--- src/pkg/spc_pkg.sv ---
`default_nettype none

package spc_pkg;

    // ==========================================================
    // Register map, byte addresses on the 32-bit slave port.
    // ==========================================================
    localparam logic [3:0] ADDR_PIN_CONFIG = 4'h0;
    localparam logic [3:0] ADDR_PORT_DATA  = 4'h4;
    localparam logic [3:0] ADDR_CONTROL    = 4'h8;
    localparam logic [3:0] ADDR_STATUS     = 4'hC;

    // ==========================================================
    // Widths and field positions.
    // ==========================================================
    localparam int PIN_COUNT   = 8;
    localparam int QSPI_PINS   = 7;
    localparam int DIR_LSB     = 0;
    localparam int ASSIGN_LSB  = 8;
    localparam int RXD_BIT     = 8;
    localparam int MISO_PIN    = 0;
    localparam int SCK_PIN     = 2;
    localparam int SSEL_PIN    = 3;
    localparam int TXD_PIN     = 7;
    localparam int CTRL_SPE    = 0;
    localparam int CTRL_MASTER = 1;
    localparam int CTRL_TE     = 2;
    localparam int STAT_FAULT  = 0;

    // ==========================================================
    // Reset values.
    // ==========================================================
    localparam logic [7:0]  RESET_ASSIGN = 8'h00;
    localparam logic [7:0]  RESET_DIR    = 8'h00;
    localparam logic [7:0]  RESET_PORT   = 8'h00;
    localparam logic [2:0]  RESET_CTRL   = 3'h0;
    localparam logic [31:0] READ_ZERO    = 32'h0000_0000;

    typedef enum logic [1:0] {
        BUS_IDLE   = 2'b00,
        BUS_ANSWER = 2'b01
    } spc_bus_state_type;

endpackage

`default_nettype wire

--- src/core/spc_pin_control.sv ---
// Design decisions made here: the Avalon-MM interface to the registers and the register offsets.
`default_nettype none

module spc_pin_control (
    input  wire logic        SYS_CLK,          // System clock, 20 MHz.
    input  wire logic        ARST_N,           // Asynchronous reset, active low.
    input  wire logic [3:0]  AVS_ADDRESS,      // Byte address.
    input  wire logic        AVS_READ,         // Read request.
    input  wire logic        AVS_WRITE,        // Write request.
    input  wire logic [3:0]  AVS_BYTEENABLE,   // Byte lanes.
    input  wire logic [31:0] AVS_WRITEDATA,    // Write data.
    output logic      [31:0] AVS_READDATA,     // Read data.
    output logic             AVS_WAITREQUEST,  // Stall.
    input  wire logic [7:0]  PIN_IN,           // Pad levels.
    output logic      [7:0]  PIN_OUT,          // Pad drive levels.
    output logic      [7:0]  PIN_OE,           // Pad output enables.
    input  wire logic        RXD_IN,           // Dedicated receive pad.
    input  wire logic        QSPI_ACTIVE,      // Serial unit is transferring.
    input  wire logic [6:0]  QSPI_OUT,         // Serial unit pin drive.
    output logic      [6:0]  QSPI_IN,          // Pin levels to serial unit.
    input  wire logic        SCI_TXD,          // Transmitter data.
    output logic             SCI_RXD,          // Receive data to unit.
    output logic             SPI_ENABLE,       // SPI enable bit.
    output logic             MASTER_MODE,      // Master mode bit.
    output logic             TX_ENABLE,        // Transmitter enable bit.
    output logic             MODE_FAULT        // Sticky mode fault.
);

    // ==========================================================
    // Register state.
    // ==========================================================
    logic [7:0]  pin_assignment_reg;
    logic [7:0]  pin_direction_reg;
    logic [7:0]  port_data_latch_reg;
    logic        spi_enable_bit_reg;
    logic        master_mode_reg;
    logic        transmitter_enable_bit_reg;
    logic        mode_fault_reg;
    logic [31:0] readdata_reg;
    spc_pkg::spc_bus_state_type bus_state_reg;

    logic        wr_take;
    logic        rd_take;
    logic [31:0] readdata_next;
    logic [6:0]  owned;
    logic        fault_event;
    logic        fault_clear;

    // ==========================================================
    // Bus slave: each request answers on the second edge.
    // ==========================================================
    always_ff @(posedge SYS_CLK or negedge ARST_N) begin
        if (!ARST_N) begin
            bus_state_reg <= spc_pkg::BUS_IDLE;
        end else begin
            case (bus_state_reg)
                spc_pkg::BUS_IDLE: begin
                    if (AVS_READ || AVS_WRITE) begin
                        bus_state_reg <= spc_pkg::BUS_ANSWER;
                    end
                end
                spc_pkg::BUS_ANSWER: begin
                    bus_state_reg <= spc_pkg::BUS_IDLE;
                end
                default: begin
                    bus_state_reg <= spc_pkg::BUS_IDLE;
                end
            endcase
        end
    end

    assign AVS_WAITREQUEST = (AVS_READ || AVS_WRITE) && (bus_state_reg != spc_pkg::BUS_ANSWER);
    assign wr_take = AVS_WRITE && (bus_state_reg == spc_pkg::BUS_ANSWER);
    assign rd_take = AVS_READ && (bus_state_reg == spc_pkg::BUS_IDLE);

    always_comb begin
        readdata_next = spc_pkg::READ_ZERO;
        case (AVS_ADDRESS)
            spc_pkg::ADDR_PIN_CONFIG: begin
                readdata_next[spc_pkg::DIR_LSB +: 8]    = pin_direction_reg;
                readdata_next[spc_pkg::ASSIGN_LSB +: 8] = pin_assignment_reg;
            end
            spc_pkg::ADDR_PORT_DATA: begin
                readdata_next[7:0]              = PIN_IN;
                readdata_next[spc_pkg::RXD_BIT] = RXD_IN;
            end
            spc_pkg::ADDR_CONTROL: begin
                readdata_next[spc_pkg::CTRL_SPE]    = spi_enable_bit_reg;
                readdata_next[spc_pkg::CTRL_MASTER] = master_mode_reg;
                readdata_next[spc_pkg::CTRL_TE]     = transmitter_enable_bit_reg;
            end
            spc_pkg::ADDR_STATUS: begin
                readdata_next[spc_pkg::STAT_FAULT] = mode_fault_reg;
            end
            default: begin
                readdata_next = spc_pkg::READ_ZERO;
            end
        endcase
    end

    // Read data is captured while the stall is up, so it stands at the answer edge.
    always_ff @(posedge SYS_CLK or negedge ARST_N) begin
        if (!ARST_N) begin
            readdata_reg <= spc_pkg::READ_ZERO;
        end else if (rd_take) begin
            readdata_reg <= readdata_next;
        end
    end

    assign AVS_READDATA = readdata_reg;

    always_ff @(posedge SYS_CLK or negedge ARST_N) begin
        if (!ARST_N) begin
            pin_assignment_reg <= spc_pkg::RESET_ASSIGN;
            pin_direction_reg  <= spc_pkg::RESET_DIR;
        end else if (wr_take && AVS_ADDRESS == spc_pkg::ADDR_PIN_CONFIG) begin
            if (AVS_BYTEENABLE[0]) begin
                pin_direction_reg <= AVS_WRITEDATA[spc_pkg::DIR_LSB +: 8];
            end
            if (AVS_BYTEENABLE[1]) begin
                pin_assignment_reg <= AVS_WRITEDATA[spc_pkg::ASSIGN_LSB +: 8];
            end
        end
    end

    always_ff @(posedge SYS_CLK or negedge ARST_N) begin
        if (!ARST_N) begin
            port_data_latch_reg <= spc_pkg::RESET_PORT;
        end else if (wr_take && AVS_ADDRESS == spc_pkg::ADDR_PORT_DATA && AVS_BYTEENABLE[0]) begin
            port_data_latch_reg <= AVS_WRITEDATA[7:0];
        end
    end

    always_ff @(posedge SYS_CLK or negedge ARST_N) begin
        if (!ARST_N) begin
            {transmitter_enable_bit_reg, master_mode_reg, spi_enable_bit_reg} <= spc_pkg::RESET_CTRL;
        end else if (wr_take && AVS_ADDRESS == spc_pkg::ADDR_CONTROL && AVS_BYTEENABLE[0]) begin
            spi_enable_bit_reg         <= AVS_WRITEDATA[spc_pkg::CTRL_SPE];
            master_mode_reg            <= AVS_WRITEDATA[spc_pkg::CTRL_MASTER];
            transmitter_enable_bit_reg <= AVS_WRITEDATA[spc_pkg::CTRL_TE];
        end
    end

    // ==========================================================
    // Pin ownership.
    // ==========================================================
    // master needs enable
    always_comb begin
        for (int i = 0; i < spc_pkg::QSPI_PINS; i++) begin
            owned[i] = pin_assignment_reg[i] && spi_enable_bit_reg;
        end
        if (!master_mode_reg && pin_assignment_reg[spc_pkg::MISO_PIN]) begin
            owned[spc_pkg::MISO_PIN] = 1'b1;
        end
    end

    always_comb begin
        QSPI_IN = PIN_IN[6:0] & owned;
        if (master_mode_reg && pin_direction_reg[spc_pkg::MISO_PIN]) begin
            QSPI_IN[spc_pkg::MISO_PIN] = 1'b0;
        end
    end

    assign SCI_RXD = RXD_IN;

    // ==========================================================
    // Mode fault: a low select input while master and enabled.
    // ==========================================================
    // select fault
    assign fault_event = master_mode_reg && owned[spc_pkg::SSEL_PIN]
                         && !pin_direction_reg[spc_pkg::SSEL_PIN] && !PIN_IN[spc_pkg::SSEL_PIN];
    assign fault_clear = wr_take && AVS_ADDRESS == spc_pkg::ADDR_STATUS
                         && AVS_BYTEENABLE[0] && AVS_WRITEDATA[spc_pkg::STAT_FAULT];

    // A fault in the same cycle as the clear survives, so no event is lost.
    always_ff @(posedge SYS_CLK or negedge ARST_N) begin
        if (!ARST_N) begin
            mode_fault_reg <= 1'b0;
        end else if (fault_event) begin
            mode_fault_reg <= 1'b1;
        end else if (fault_clear) begin
            mode_fault_reg <= 1'b0;
        end
    end

    assign MODE_FAULT  = mode_fault_reg;
    assign SPI_ENABLE  = spi_enable_bit_reg;
    assign MASTER_MODE = master_mode_reg;
    assign TX_ENABLE   = transmitter_enable_bit_reg;

    // ==========================================================
    // Pin cells.
    // ==========================================================
    // eight shared pins
    genvar g;
    generate
        for (g = 0; g < spc_pkg::PIN_COUNT; g++) begin : gen_pin
            if (g == spc_pkg::TXD_PIN) begin : gen_txd
                spc_pin_cell u_cell (
                    .clk       (SYS_CLK),
                    .arst_n    (ARST_N),
                    .owned     (1'b0),
                    .unit_out  (1'b0),
                    .port_bit  (port_data_latch_reg[g]),
                    .dir_bit   (pin_direction_reg[g]),
                    .force_en  (transmitter_enable_bit_reg),
                    .force_val (SCI_TXD),
                    .pin_out   (PIN_OUT[g]),
                    .pin_oe    (PIN_OE[g])
                );
            end else begin : gen_qspi
                spc_pin_cell u_cell (
                    .clk       (SYS_CLK),
                    .arst_n    (ARST_N),
                    .owned     (owned[g] && QSPI_ACTIVE),
                    .unit_out  (QSPI_OUT[g]),
                    .port_bit  (port_data_latch_reg[g]),
                    .dir_bit   (pin_direction_reg[g]),
                    .force_en  (1'b0),
                    .force_val (1'b0),
                    .pin_out   (PIN_OUT[g]),
                    .pin_oe    (PIN_OE[g])
                );
            end
        end
    endgenerate
endmodule

`default_nettype wire

--- src/core/spc_pin_cell.sv ---
`default_nettype none

module spc_pin_cell (
    input  wire logic clk,         // System clock.
    input  wire logic arst_n,      // Asynchronous reset, active low.
    input  wire logic owned,       // Pin is given to the serial unit.
    input  wire logic unit_out,    // Level the serial unit drives.
    input  wire logic port_bit,    // Latched port data bit.
    input  wire logic dir_bit,     // Direction bit, one is output.
    input  wire logic force_en,    // Transmitter takes the pin.
    input  wire logic force_val,   // Transmitter data.
    output logic      pin_out,     // Registered pin level.
    output logic      pin_oe       // Registered output enable.
);

    logic out_next;
    logic oe_next;

    always_comb begin
        if (force_en) begin
            out_next = force_val;
            oe_next  = 1'b1;
        end else begin
            out_next = owned ? unit_out : port_bit;
            oe_next  = dir_bit;
        end
    end

    always_ff @(posedge clk or negedge arst_n) begin
        if (!arst_n) begin
            pin_out <= 1'b0;
            pin_oe  <= 1'b0;
        end else begin
            pin_out <= out_next;
            pin_oe  <= oe_next;
        end
    end

endmodule

`default_nettype wire

--- config.mk ---
export PLATFORM = sky130hd
export DESIGN_NAME = spc_pin_control
export DESIGN_NICKNAME = d
export VERILOG_FILES = /design/src/pkg/spc_pkg.sv /design/src/core/spc_pin_control.sv /design/src/core/spc_pin_cell.sv
export SDC_FILE = /design/constraint.sdc
export NUM_CORES = 1
export LEC_CHECK = 0
export BUFFER_PORTS_ARGS = -buffer_cell sky130_fd_sc_hd__buf_4
export CORE_MARGIN = 3
export CORE_UTILIZATION = 50
export CTS_CLUSTER_SIZE = 30
export DETAILED_ROUTE_END_ITERATION = 16
export PLACE_DENSITY = 0.93
export RECOVER_POWER = 25
export SETUP_SLACK_MARGIN = 0.1
export SYNTH_ARGS = -nofsm -noshare
export SYNTH_HDL_FRONTEND = slang
export SYNTH_SLANG_ARGS = --single-unit
--- constraint.sdc ---
create_clock -name SYS_CLK -period 4.4 [get_ports SYS_CLK]
set_clock_uncertainty 0.2 [all_clocks]
set_input_delay 0.88 -clock SYS_CLK [delete_from_list [all_inputs] [get_ports SYS_CLK]]
set_output_delay 0.88 -clock SYS_CLK [all_outputs]
set_load 0.02 [all_outputs]
Word-level counts from Yosys, hierarchy flattened. Index checks and enable logic that the tools add are counted.

Word-level logic and storage cells: 90. Output and inout port bits: 61. Bits in registers: 62. Input port bits: 62.

Reductions and logical operators: 39. Bitwise gates (word level): 1. Equal/unequal tests: 6. Mux-type cells: 19.

Operator list (count): $logic_and A1 B1 Y1 (30); $mux W1 (13); $pmux W6 S2 (1); $eq A4 B4 Y1 const B (2); $and A7 B7 Y7 (1); $mux W7 (1); $pmux W2 S3 (1); $eq A4 B3 Y1 const B (1); $logic_not A4 Y1 (1); $mux W2 (2); $pmux W1 S4 (1); $reduce_and A2 Y1 (2); $logic_not A1 Y1 (3); $eq A2 B1 Y1 const B (1); $logic_not A2 Y1 (1); $ne A2 B1 Y1 const B (1); $ne A2 B2 Y1 const B (1); $reduce_bool A2 Y1 (1); $logic_or A1 B1 Y1 (1).

Logic depth before layout (Yosys ltp). Gate-level depths: netlist of run 1.

Word-level depth: 7. Depth in mapped cells: 5. Depth with buffers taken out: 3.

By module. A second synthesis of run 1 with hierarchy kept.

Cell total of the unflattened synthesis: 238. Area total of the unflattened synthesis: 2742.6 um^2.

Modules (own cells, without submodules): spc_pin_control (sequential area each 1126.1 um^2, area an instance 2142.1 um^2, cells an instance 190, times used 1); spc_pin_cell (sequential area each 50.0 um^2, area an instance 75.1 um^2, cells an instance 6, times used 8).

Worst setup path after synthesis of run 1. OpenSTA, ideal clock, no wires.

Path kind: input to register. Start point: input AVS_ADDRESS[3]. End point: register port_data_latch_reg[0]. Data required time: 4.075 ns. Slack: 1.960 ns. Arrival time: 2.115 ns. Path buffers: 2. Stages on the path: 5. Setup time: 0.125 ns. Cell sequence: buf_6 nor4b_4 and4_1 buf_6 mux2_4.

Cells in the longest elaborated chain, start to end: 3.

RTL lines: from (decl) (RTL line spc_pin_control.sv:7) `input wire logic [3:0] AVS_ADDRESS,`; $eq A4 B3 Y1 (RTL line spc_pin_control.sv:129) `end else if (wr_take && AVS_ADDRESS == spc_pkg::ADDR_PORT_DATA && AVS_BYTEENABLE[0]) begin`; $logic_and A1 B1 Y1 (2 in a row) (RTL line spc_pin_control.sv:129); to (signal assigned) (RTL line spc_pin_control.sv:128) `port_data_latch_reg <= spc_pkg::RESET_PORT;`; to (signal assigned) (RTL line spc_pin_control.sv:130) `port_data_latch_reg <= AVS_WRITEDATA[7:0];`; to (decl) (RTL line spc_pin_control.sv:34) `logic [7:0] port_data_latch_reg;`.

No other way between the ends. A chain may end at the register's enable or synchronous reset.

Worst setup path after layout of run 1.
Start point: input AVS_ADDRESS[3]. End point: register port_data_latch_reg[7].

Same word-level chain as after synthesis.

==> results of run 1 <==
[metrics by stage]
step / hold WS [ns] / instances / cell area, um^2 / total power [uW]
global placement: 0.1881 / 360 / 3298 / 919.9
finish: 0.2038 / 375 / 3491 / 1409
floorplan: 0.1666 / 246 / 2872 / 847.3
CTS: 0.2088 / 375 / 3497 / 1422
detailed placement: 0.1949 / 360 / 3298 / 929.1
global route: 0.2185 / 375 / 3491 / 1470
[worst max path at each step]
stage / start / endpoint / slack, ns / cells past startpoint
CTS: AVS_ADDRESS[3] / port_data_latch_reg[7] / 1.68 / 4
detailed placement: AVS_ADDRESS[3] / port_data_latch_reg[6] / 1.33 / 4
floorplan: AVS_ADDRESS[3] / port_data_latch_reg[0] / 1.96 / 5
finish: AVS_ADDRESS[3] / port_data_latch_reg[7] / 1.70 / 4
global placement: AVS_ADDRESS[3] / port_data_latch_reg[7] / 1.35 / 4
global route: AVS_ADDRESS[3] / port_data_latch_reg[4] / 1.60 / 4
[per-layer routing]
metal | vias up | wire length (um) | share of wire (%)
met5 | - | 0 | 0
met4 | 0 | 100 | 1.6
met3 | 10 | 477 | 7.7
met2 | 85 | 3113 | 50
met1 | 942 | 2533 | 41
li1 | 892 | - | -
[power by group]
part | switching [uW] | internal (uW)
clock network | 205 | 287
logic | 126 | 121
registers | 46.6 | 623
total | 377 | 1030
[kinds of logic after synthesis]
kind of cell	share of synthesized area, %
buf+inv	11.82
mux	16.67
other cells	0.1332
simple gates	10.58
compound gates	6.578
flops	54.22
[layout make-up]
cell class / count / area, um^2 / share of cell area (%)
Inverter: 1 / 3.754 / 0.1075
Clock inverter: 4 / 47.55 / 1.362
Tap cell: 70 / 87.58 / 2.509
Clock buffer: 11 / 151.4 / 4.337
Timing Repair Buffer: 89 / 661.9 / 18.96
Multi-Input combinational cell: 139 / 1012 / 29.00
Sequential cell: 61 / 1526 / 43.73
[worst max-delay path: stages]
cell	delay [ns]
sky130_fd_sc_hd__buf_4	0.16
sky130_fd_sc_hd__nor4b_4	0.62
sky130_fd_sc_hd__and4_1	0.69
sky130_fd_sc_hd__mux2_4	0.35
[layout by cell type (no fill, tap or decap)]
cell                         Yosys  layout
sky130_fd_sc_hd__a2111o_1        1       1
sky130_fd_sc_hd__or2_2           1       1
sky130_fd_sc_hd__nor4_4          1       1
sky130_fd_sc_hd__clkbuf_4        0       1
sky130_fd_sc_hd__nand4_1         1       1
sky130_fd_sc_hd__or4bb_1         1       1
sky130_fd_sc_hd__nand2_1        31      31
sky130_fd_sc_hd__a22oi_1         9       9
sky130_fd_sc_hd__clkinv_2        0       2
sky130_fd_sc_hd__mux2_2         31      31
sky130_fd_sc_hd__buf_4          33      86
sky130_fd_sc_hd__o21ai_0        17      17
sky130_fd_sc_hd__clkbuf_2        1       1
sky130_fd_sc_hd__nor2_1          3       3
sky130_fd_sc_hd__and3_1          6       6
sky130_fd_sc_hd__clkbuf_1        5       1
sky130_fd_sc_hd__nor3_1          1       1
sky130_fd_sc_hd__a21oi_1         1       1
sky130_fd_sc_hd__o211ai_1        1       1
sky130_fd_sc_hd__inv_1           1       1
sky130_fd_sc_hd__o41ai_1         1       1
sky130_fd_sc_hd__nand2b_1        2       2
sky130_fd_sc_hd__clkbuf_8        0      11
sky130_fd_sc_hd__nor4_1          1       1
sky130_fd_sc_hd__and4_1          3       3
sky130_fd_sc_hd__clkinvlp_4      0       1
sky130_fd_sc_hd__dfrtp_1        61      61
sky130_fd_sc_hd__conb_1          1      16
sky130_fd_sc_hd__bufinv_16       0       1
sky130_fd_sc_hd__nor3b_1         1       1
sky130_fd_sc_hd__and2_1          1       1
sky130_fd_sc_hd__mux2_4          8       8
sky130_fd_sc_hd__nor4b_4         1       1
==> results.cfg, run 1 <==
[outcome]
outcome = complete, no violations

[grt]
via_count_of_the_first_global_routing_pass = 1864
grt.overflow.total = 0
maximum_number_of_pins_on_one_net_before_global_route_repair = 62
grt_antenna_before_repair = 0
grt_usage_pct = 20.41
met1_track_utilization_from_global_routing_pct = 27.23
gr-usage-met3_pct = 4.213
global_route.usage.met2_pct = 32.02
grt.busiest_layer = met2
first_pass_grt_wire_length_um = 9735

[floorplan]
initial_utilization_pct = 53.42
placementRows = 26
top_level_ports = 123
fp.coreArea_um2 = 5270
die_area_um2 = 6567
die_width_um = 81.04
die_ht_um = 81.04

[layout]
utilization_pct = 66.24
synthToLayoutAreaGrowth_pct = 24.00
antennaDiodeCount = 0
post_route_cells_drive_above_1_share_pct = 47.54
finish.net_count = 363
flip_flop_count_of_the_largest_register_all_copies_and_words_added = 16
nFillCells = 405

[drt]
drt_pre_antenna_iters = 4
avgRoutedWirePerCell_um = 16.60
drtIter0Drc = 78
totalWireLength_um = 6225
routed_via_density = 5.144
post_route_drc_violation_count = 0
number_of_routed_nets_with_antenna_violations = 0
vias = 1929

[timing]
worst_setup_slack_after_layout_ns = 1.704
tightest_slew_ns = 1.471
slew_viol_final = 0
setup_tns_ns = 0
final_setup_violation_count = 0
min_period_over_period_pct = 61.26
grt_setup_unrepaired = false
max_slew_headroom_pct = 1.963
fmax_mhz = 371.0
report.final.hold_viol_count = 0
min_period_ns = 2.696

[cts]
post_cts.repair.setup_buffers = 0
cts.sink_count = 61
postCtsResizedCells = 0
cts_buffers = 9
clock_tree.buffer_depth = 2
cts_root_buffer = sky130_fd_sc_hd__clkbuf_8
path_clk_slew_ns = 0.06
clk_latency_ns = 0.33
h-tree-depth = 3
clock_tree_from_tritoncts = done
cts_hold_buf = 0

[worst_setup_path]
critical_path.reg2reg.startpoint = bus_state_reg[0]
worstSetupEndpointType = flip-flop
timing.critical_path.arrival_ns = 2.71
r2r-end = AVS_READDATA[2]
worstPathMaxFanout = 9
critical_path_required_ns = 4.41
critical_path.startpoint_type = input pin
ff2ff_setup_slack_ns = 2.34
timing.setup.critical_path_class = input pin to flip-flop
rr_worst_depth = 3

[synthesis]
synth_enable_flop_cells = 0
post_synth_num_cell_types = 31
syn-instance-count = 231
count_of_warnings_emitted_by_yosys = 0
post_synth.cell_area_avg_um2 = 12.19
yosys_most_used_dff = sky130_fd_sc_hd__dfrtp_1
post_synth_main_area_contributors = sky130_fd_sc_hd__dfrtp_1, sky130_fd_sc_hd__mux2_2, sky130_fd_sc_hd__buf_4
yosys.cell_count.top_type = sky130_fd_sc_hd__dfrtp_1
synth_top_cell_by_area = sky130_fd_sc_hd__dfrtp_1
synthTopCellsByCount = sky130_fd_sc_hd__dfrtp_1, sky130_fd_sc_hd__buf_4, sky130_fd_sc_hd__mux2_2, sky130_fd_sc_hd__nand2_1, sky130_fd_sc_hd__o21ai_0
synth.top_cell.area_share_pct = 54.22
synth-async-reset-ratio_pct = 100.0
seq_area_frac_synth_pct = 54.22
ys_ff_latch = 61
synth_area_um2 = 2815

[place]
placer_congestion_estimate = 0.7246
detailedPlacementHpwl_um = 4591
post_placement_setup_slack_ns = 1.326
io_buffer_count = 88

[min_path]
hold_start = pin_direction_reg[5]
hp-class = flip-flop to flip-flop
min_path_cells = 0
hold_end = gen_pin[5].gen_qspi.u_cell.pin_oe

[power]
power_per_cell_area_nw_per_um2 = 403.5
power.ir.vdd_worst_mv = 0.1979
power_leakage_uw = 0.001758

[flow_run]
count_of_maximum_capacitance_violations = 0
Note: power is estimated with default switching activity, not from simulation.
==> inputs of run 2 (changes only) <==
--- a/config.mk
+++ b/config.mk
@@ -7,10 +7,10 @@
 export LEC_CHECK = 0
 export BUFFER_PORTS_ARGS = -buffer_cell sky130_fd_sc_hd__buf_4
 export CORE_MARGIN = 3
-export CORE_UTILIZATION = 50
+export CORE_UTILIZATION = 47
 export CTS_CLUSTER_SIZE = 30
 export DETAILED_ROUTE_END_ITERATION = 16
-export PLACE_DENSITY = 0.93
+export PLACE_DENSITY = 0.88
 export RECOVER_POWER = 25
 export SETUP_SLACK_MARGIN = 0.1
 export SYNTH_ARGS = -nofsm -noshare
==> constraint.sdc (replaced) <==
create_clock -name SYS_CLK -period 2.56 [get_ports SYS_CLK]
set_clock_uncertainty 0.2 [all_clocks]
set_input_delay 0.512 -clock SYS_CLK [delete_from_list [all_inputs] [get_ports SYS_CLK]]
set_output_delay 0.512 -clock SYS_CLK [all_outputs]
set_load 0.02 [all_outputs]
==> results.cfg, run 2 (synthesis results as in run 1) <==
[layout]
layout_common_cells = sky130_fd_sc_hd__buf_4, sky130_fd_sc_hd__dfrtp_1, sky130_fd_sc_hd__mux2_2, sky130_fd_sc_hd__nand2_1, sky130_fd_sc_hd__o21ai_0
most_common_cell_after_layout_fill_and_taps_aside = sky130_fd_sc_hd__buf_4
post_route_cells_drive_above_1_share_pct = 48.39
finish.net_count = 367
flip_flop_count_of_the_largest_register_all_copies_and_words_added = 16
synthToLayoutAreaGrowth_pct = 26.22
final_design_area_no_fill_um2 = 3553
antennaDiodeCount = 0
finalNonFillerCells = 382

[grt]
grt_usage_pct = 19.06
via_count_of_the_first_global_routing_pass = 2013
maximum_number_of_pins_on_one_net_before_global_route_repair = 62
grt_antenna_before_repair = 0
grt.overflow.total = 0
first_pass_grt_wire_length_um = 10340

[power]
sequentialPowerShare_pct = 45.5
power_per_cell_area_nw_per_um2 = 713.4
power.internal_uw = 1881
post-layout-total-power_uw = 2535
power_leakage_uw = 0.001798
power.clock.fraction_pct = 37.6
power.ir.vdd_worst_mv = 0.3866
power_switching_share_pct = 25.78
combPwrFrac_pct = 16.9
net-switching-power_uw = 653.6

[place]
placer_congestion_estimate = 0.7571
detailedPlacementHpwl_um = 4724
numPlacedInstances = 366
io_buffer_count = 88
detailed_place.area_um2 = 3331

[cts]
clock_tree_from_tritoncts = done
h-tree-depth = 3
cts.sink_count = 61
clock_tree.buffer_depth = 2
clk_latency_ns = 0.33
cts_hold_buf = 0
path_clk_slew_ns = 0.06
postCtsResizedCells = 0
cts_buffers = 9
cts_root_buffer = sky130_fd_sc_hd__clkbuf_8
post_cts.repair.setup_buffers = 0

[drt]
routed_via_density = 5.141
drt_pre_antenna_iters = 4
totalWireLength_um = 6470
avgRoutedWirePerCell_um = 16.94
post_route_drc_violation_count = 0
number_of_routed_nets_with_antenna_violations = 0
drtIter0Drc = 113
vias = 1964

[timing]
grt_setup_unrepaired = false
report.final.hold_viol_count = 0
max_slew_headroom_pct = 1.737
slew_viol_final = 0
fmax_mhz = 485.1
min_period_ns = 2.061
min_period_over_period_pct = 80.52
tightest_slew_ns = 1.474
final_setup_violation_count = 0
setup_tns_ns = 0

[worst_setup_path]
timing.critical_path.arrival_ns = 1.35
critical_path_required_ns = 1.85
critical_path.startpoint_type = flip-flop
max_stage_delay_cell_worst_path = sky130_fd_sc_hd__dfrtp_1
timing.setup.critical_path_class = flip-flop to output port
slowest_delay_ns = 0.61
crit_chain = nand2b_1 -> a21oi_1 -> buf_4
worstSetupEndpointType = output port
worstPathMaxFanout = 13

[floorplan]
top_level_ports = 123
fp.coreArea_um2 = 5642
die_ht_um = 83.40
die_area_um2 = 6955
die_width_um = 83.40
placementRows = 27
initial_utilization_pct = 49.90

[flow_run]
count_of_maximum_capacitance_violations = 0

[outcome]
outcome = complete, no violations

[min_path]
hp-class = input pin to flip-flop
run 2: cell count changes in the layout (fill, tap and decap cells not counted):
cell | previous run | this run
sky130_fd_sc_hd__clkinvlp_4 | 1 | 0
sky130_fd_sc_hd__clkbuf_4 | 1 | 0
sky130_fd_sc_hd__bufinv_16 | 1 | 2
sky130_fd_sc_hd__buf_4 | 86 | 92
run 2: cell type report:
type / instances / area, um^2
flip-flops and latches: 61 / 1526
clock buffers: 12 / 155.1
repair buffers: 93 / 695.7
clock inverters: 4 / 70.07
fillers: 448 / 2088
inverters: 1 / 3.754
well taps: 72 / 90.09
multi-input cells: 139 / 1012
run 2: worst max-delay path, delay by kind of cell, from the launching register on:
family / cells / cell delay, ns
flip-flops: 1 / 0.61
AO/OA/AOI/OAI: 1 / 0.16
buffers and inverters: 1 / 0.16
AND/OR/NAND/NOR: 1 / 0.10
run 2: final timing paths:
| check | from | to | slack, ns | depth (start not counted) |
|---|---|---|---|---|
| min in group asynchronous | ARST_N | port_data_latch_reg[3] | 0.35 | 1 |
| min | PIN_IN[3] | MODE_FAULT | 0.19 | 2 |
| max | SPI_ENABLE | QSPI_IN[0] | 0.50 | 3 |
| min reg2reg | pin_direction_reg[1] | gen_pin[1].gen_qspi.u_cell.pin_oe | 0.20 | 0 |
| max in group asynchronous | ARST_N | AVS_READDATA[0] | 0.94 | 1 |
| max reg2reg | bus_state_reg[0] | SPI_ENABLE | 0.75 | 3 |
run 2: power by group through the flow:
stage	sequential (uW)	combinational [uW]	clock, uW
after detailed placement	1170	433	0
after floorplan	1150	301	0
after CTS	1150	434	972
after global routing	1170	461	1020
final	1150	429	954
after global placement	1160	421	0
run 2: through the flow:
| step | setup slack [ns] | utilization (%) | hold slack (ns) |
|---|---|---|---|
| floorplan | 0.4884 | - | 0.01641 |
| global placement | 0.2603 | 59.04 | 0.1869 |
| detailed placement | 0.2329 | 59.04 | 0.1917 |
| CTS | 0.4966 | 63.03 | 0.07231 |
| global route | 0.3914 | 62.99 | 0.1815 |
| finish | 0.4987 | 62.99 | 0.1856 |
run 2: metal layers:
layer	part of all wire, %	global-route usage, %	vias to the layer above
met5	0	0	-
met4	1.2	7.429	0
met3	8.1	5.060	9
met2	51	30.90	93
met1	40	24.36	960
li1	-	-	902
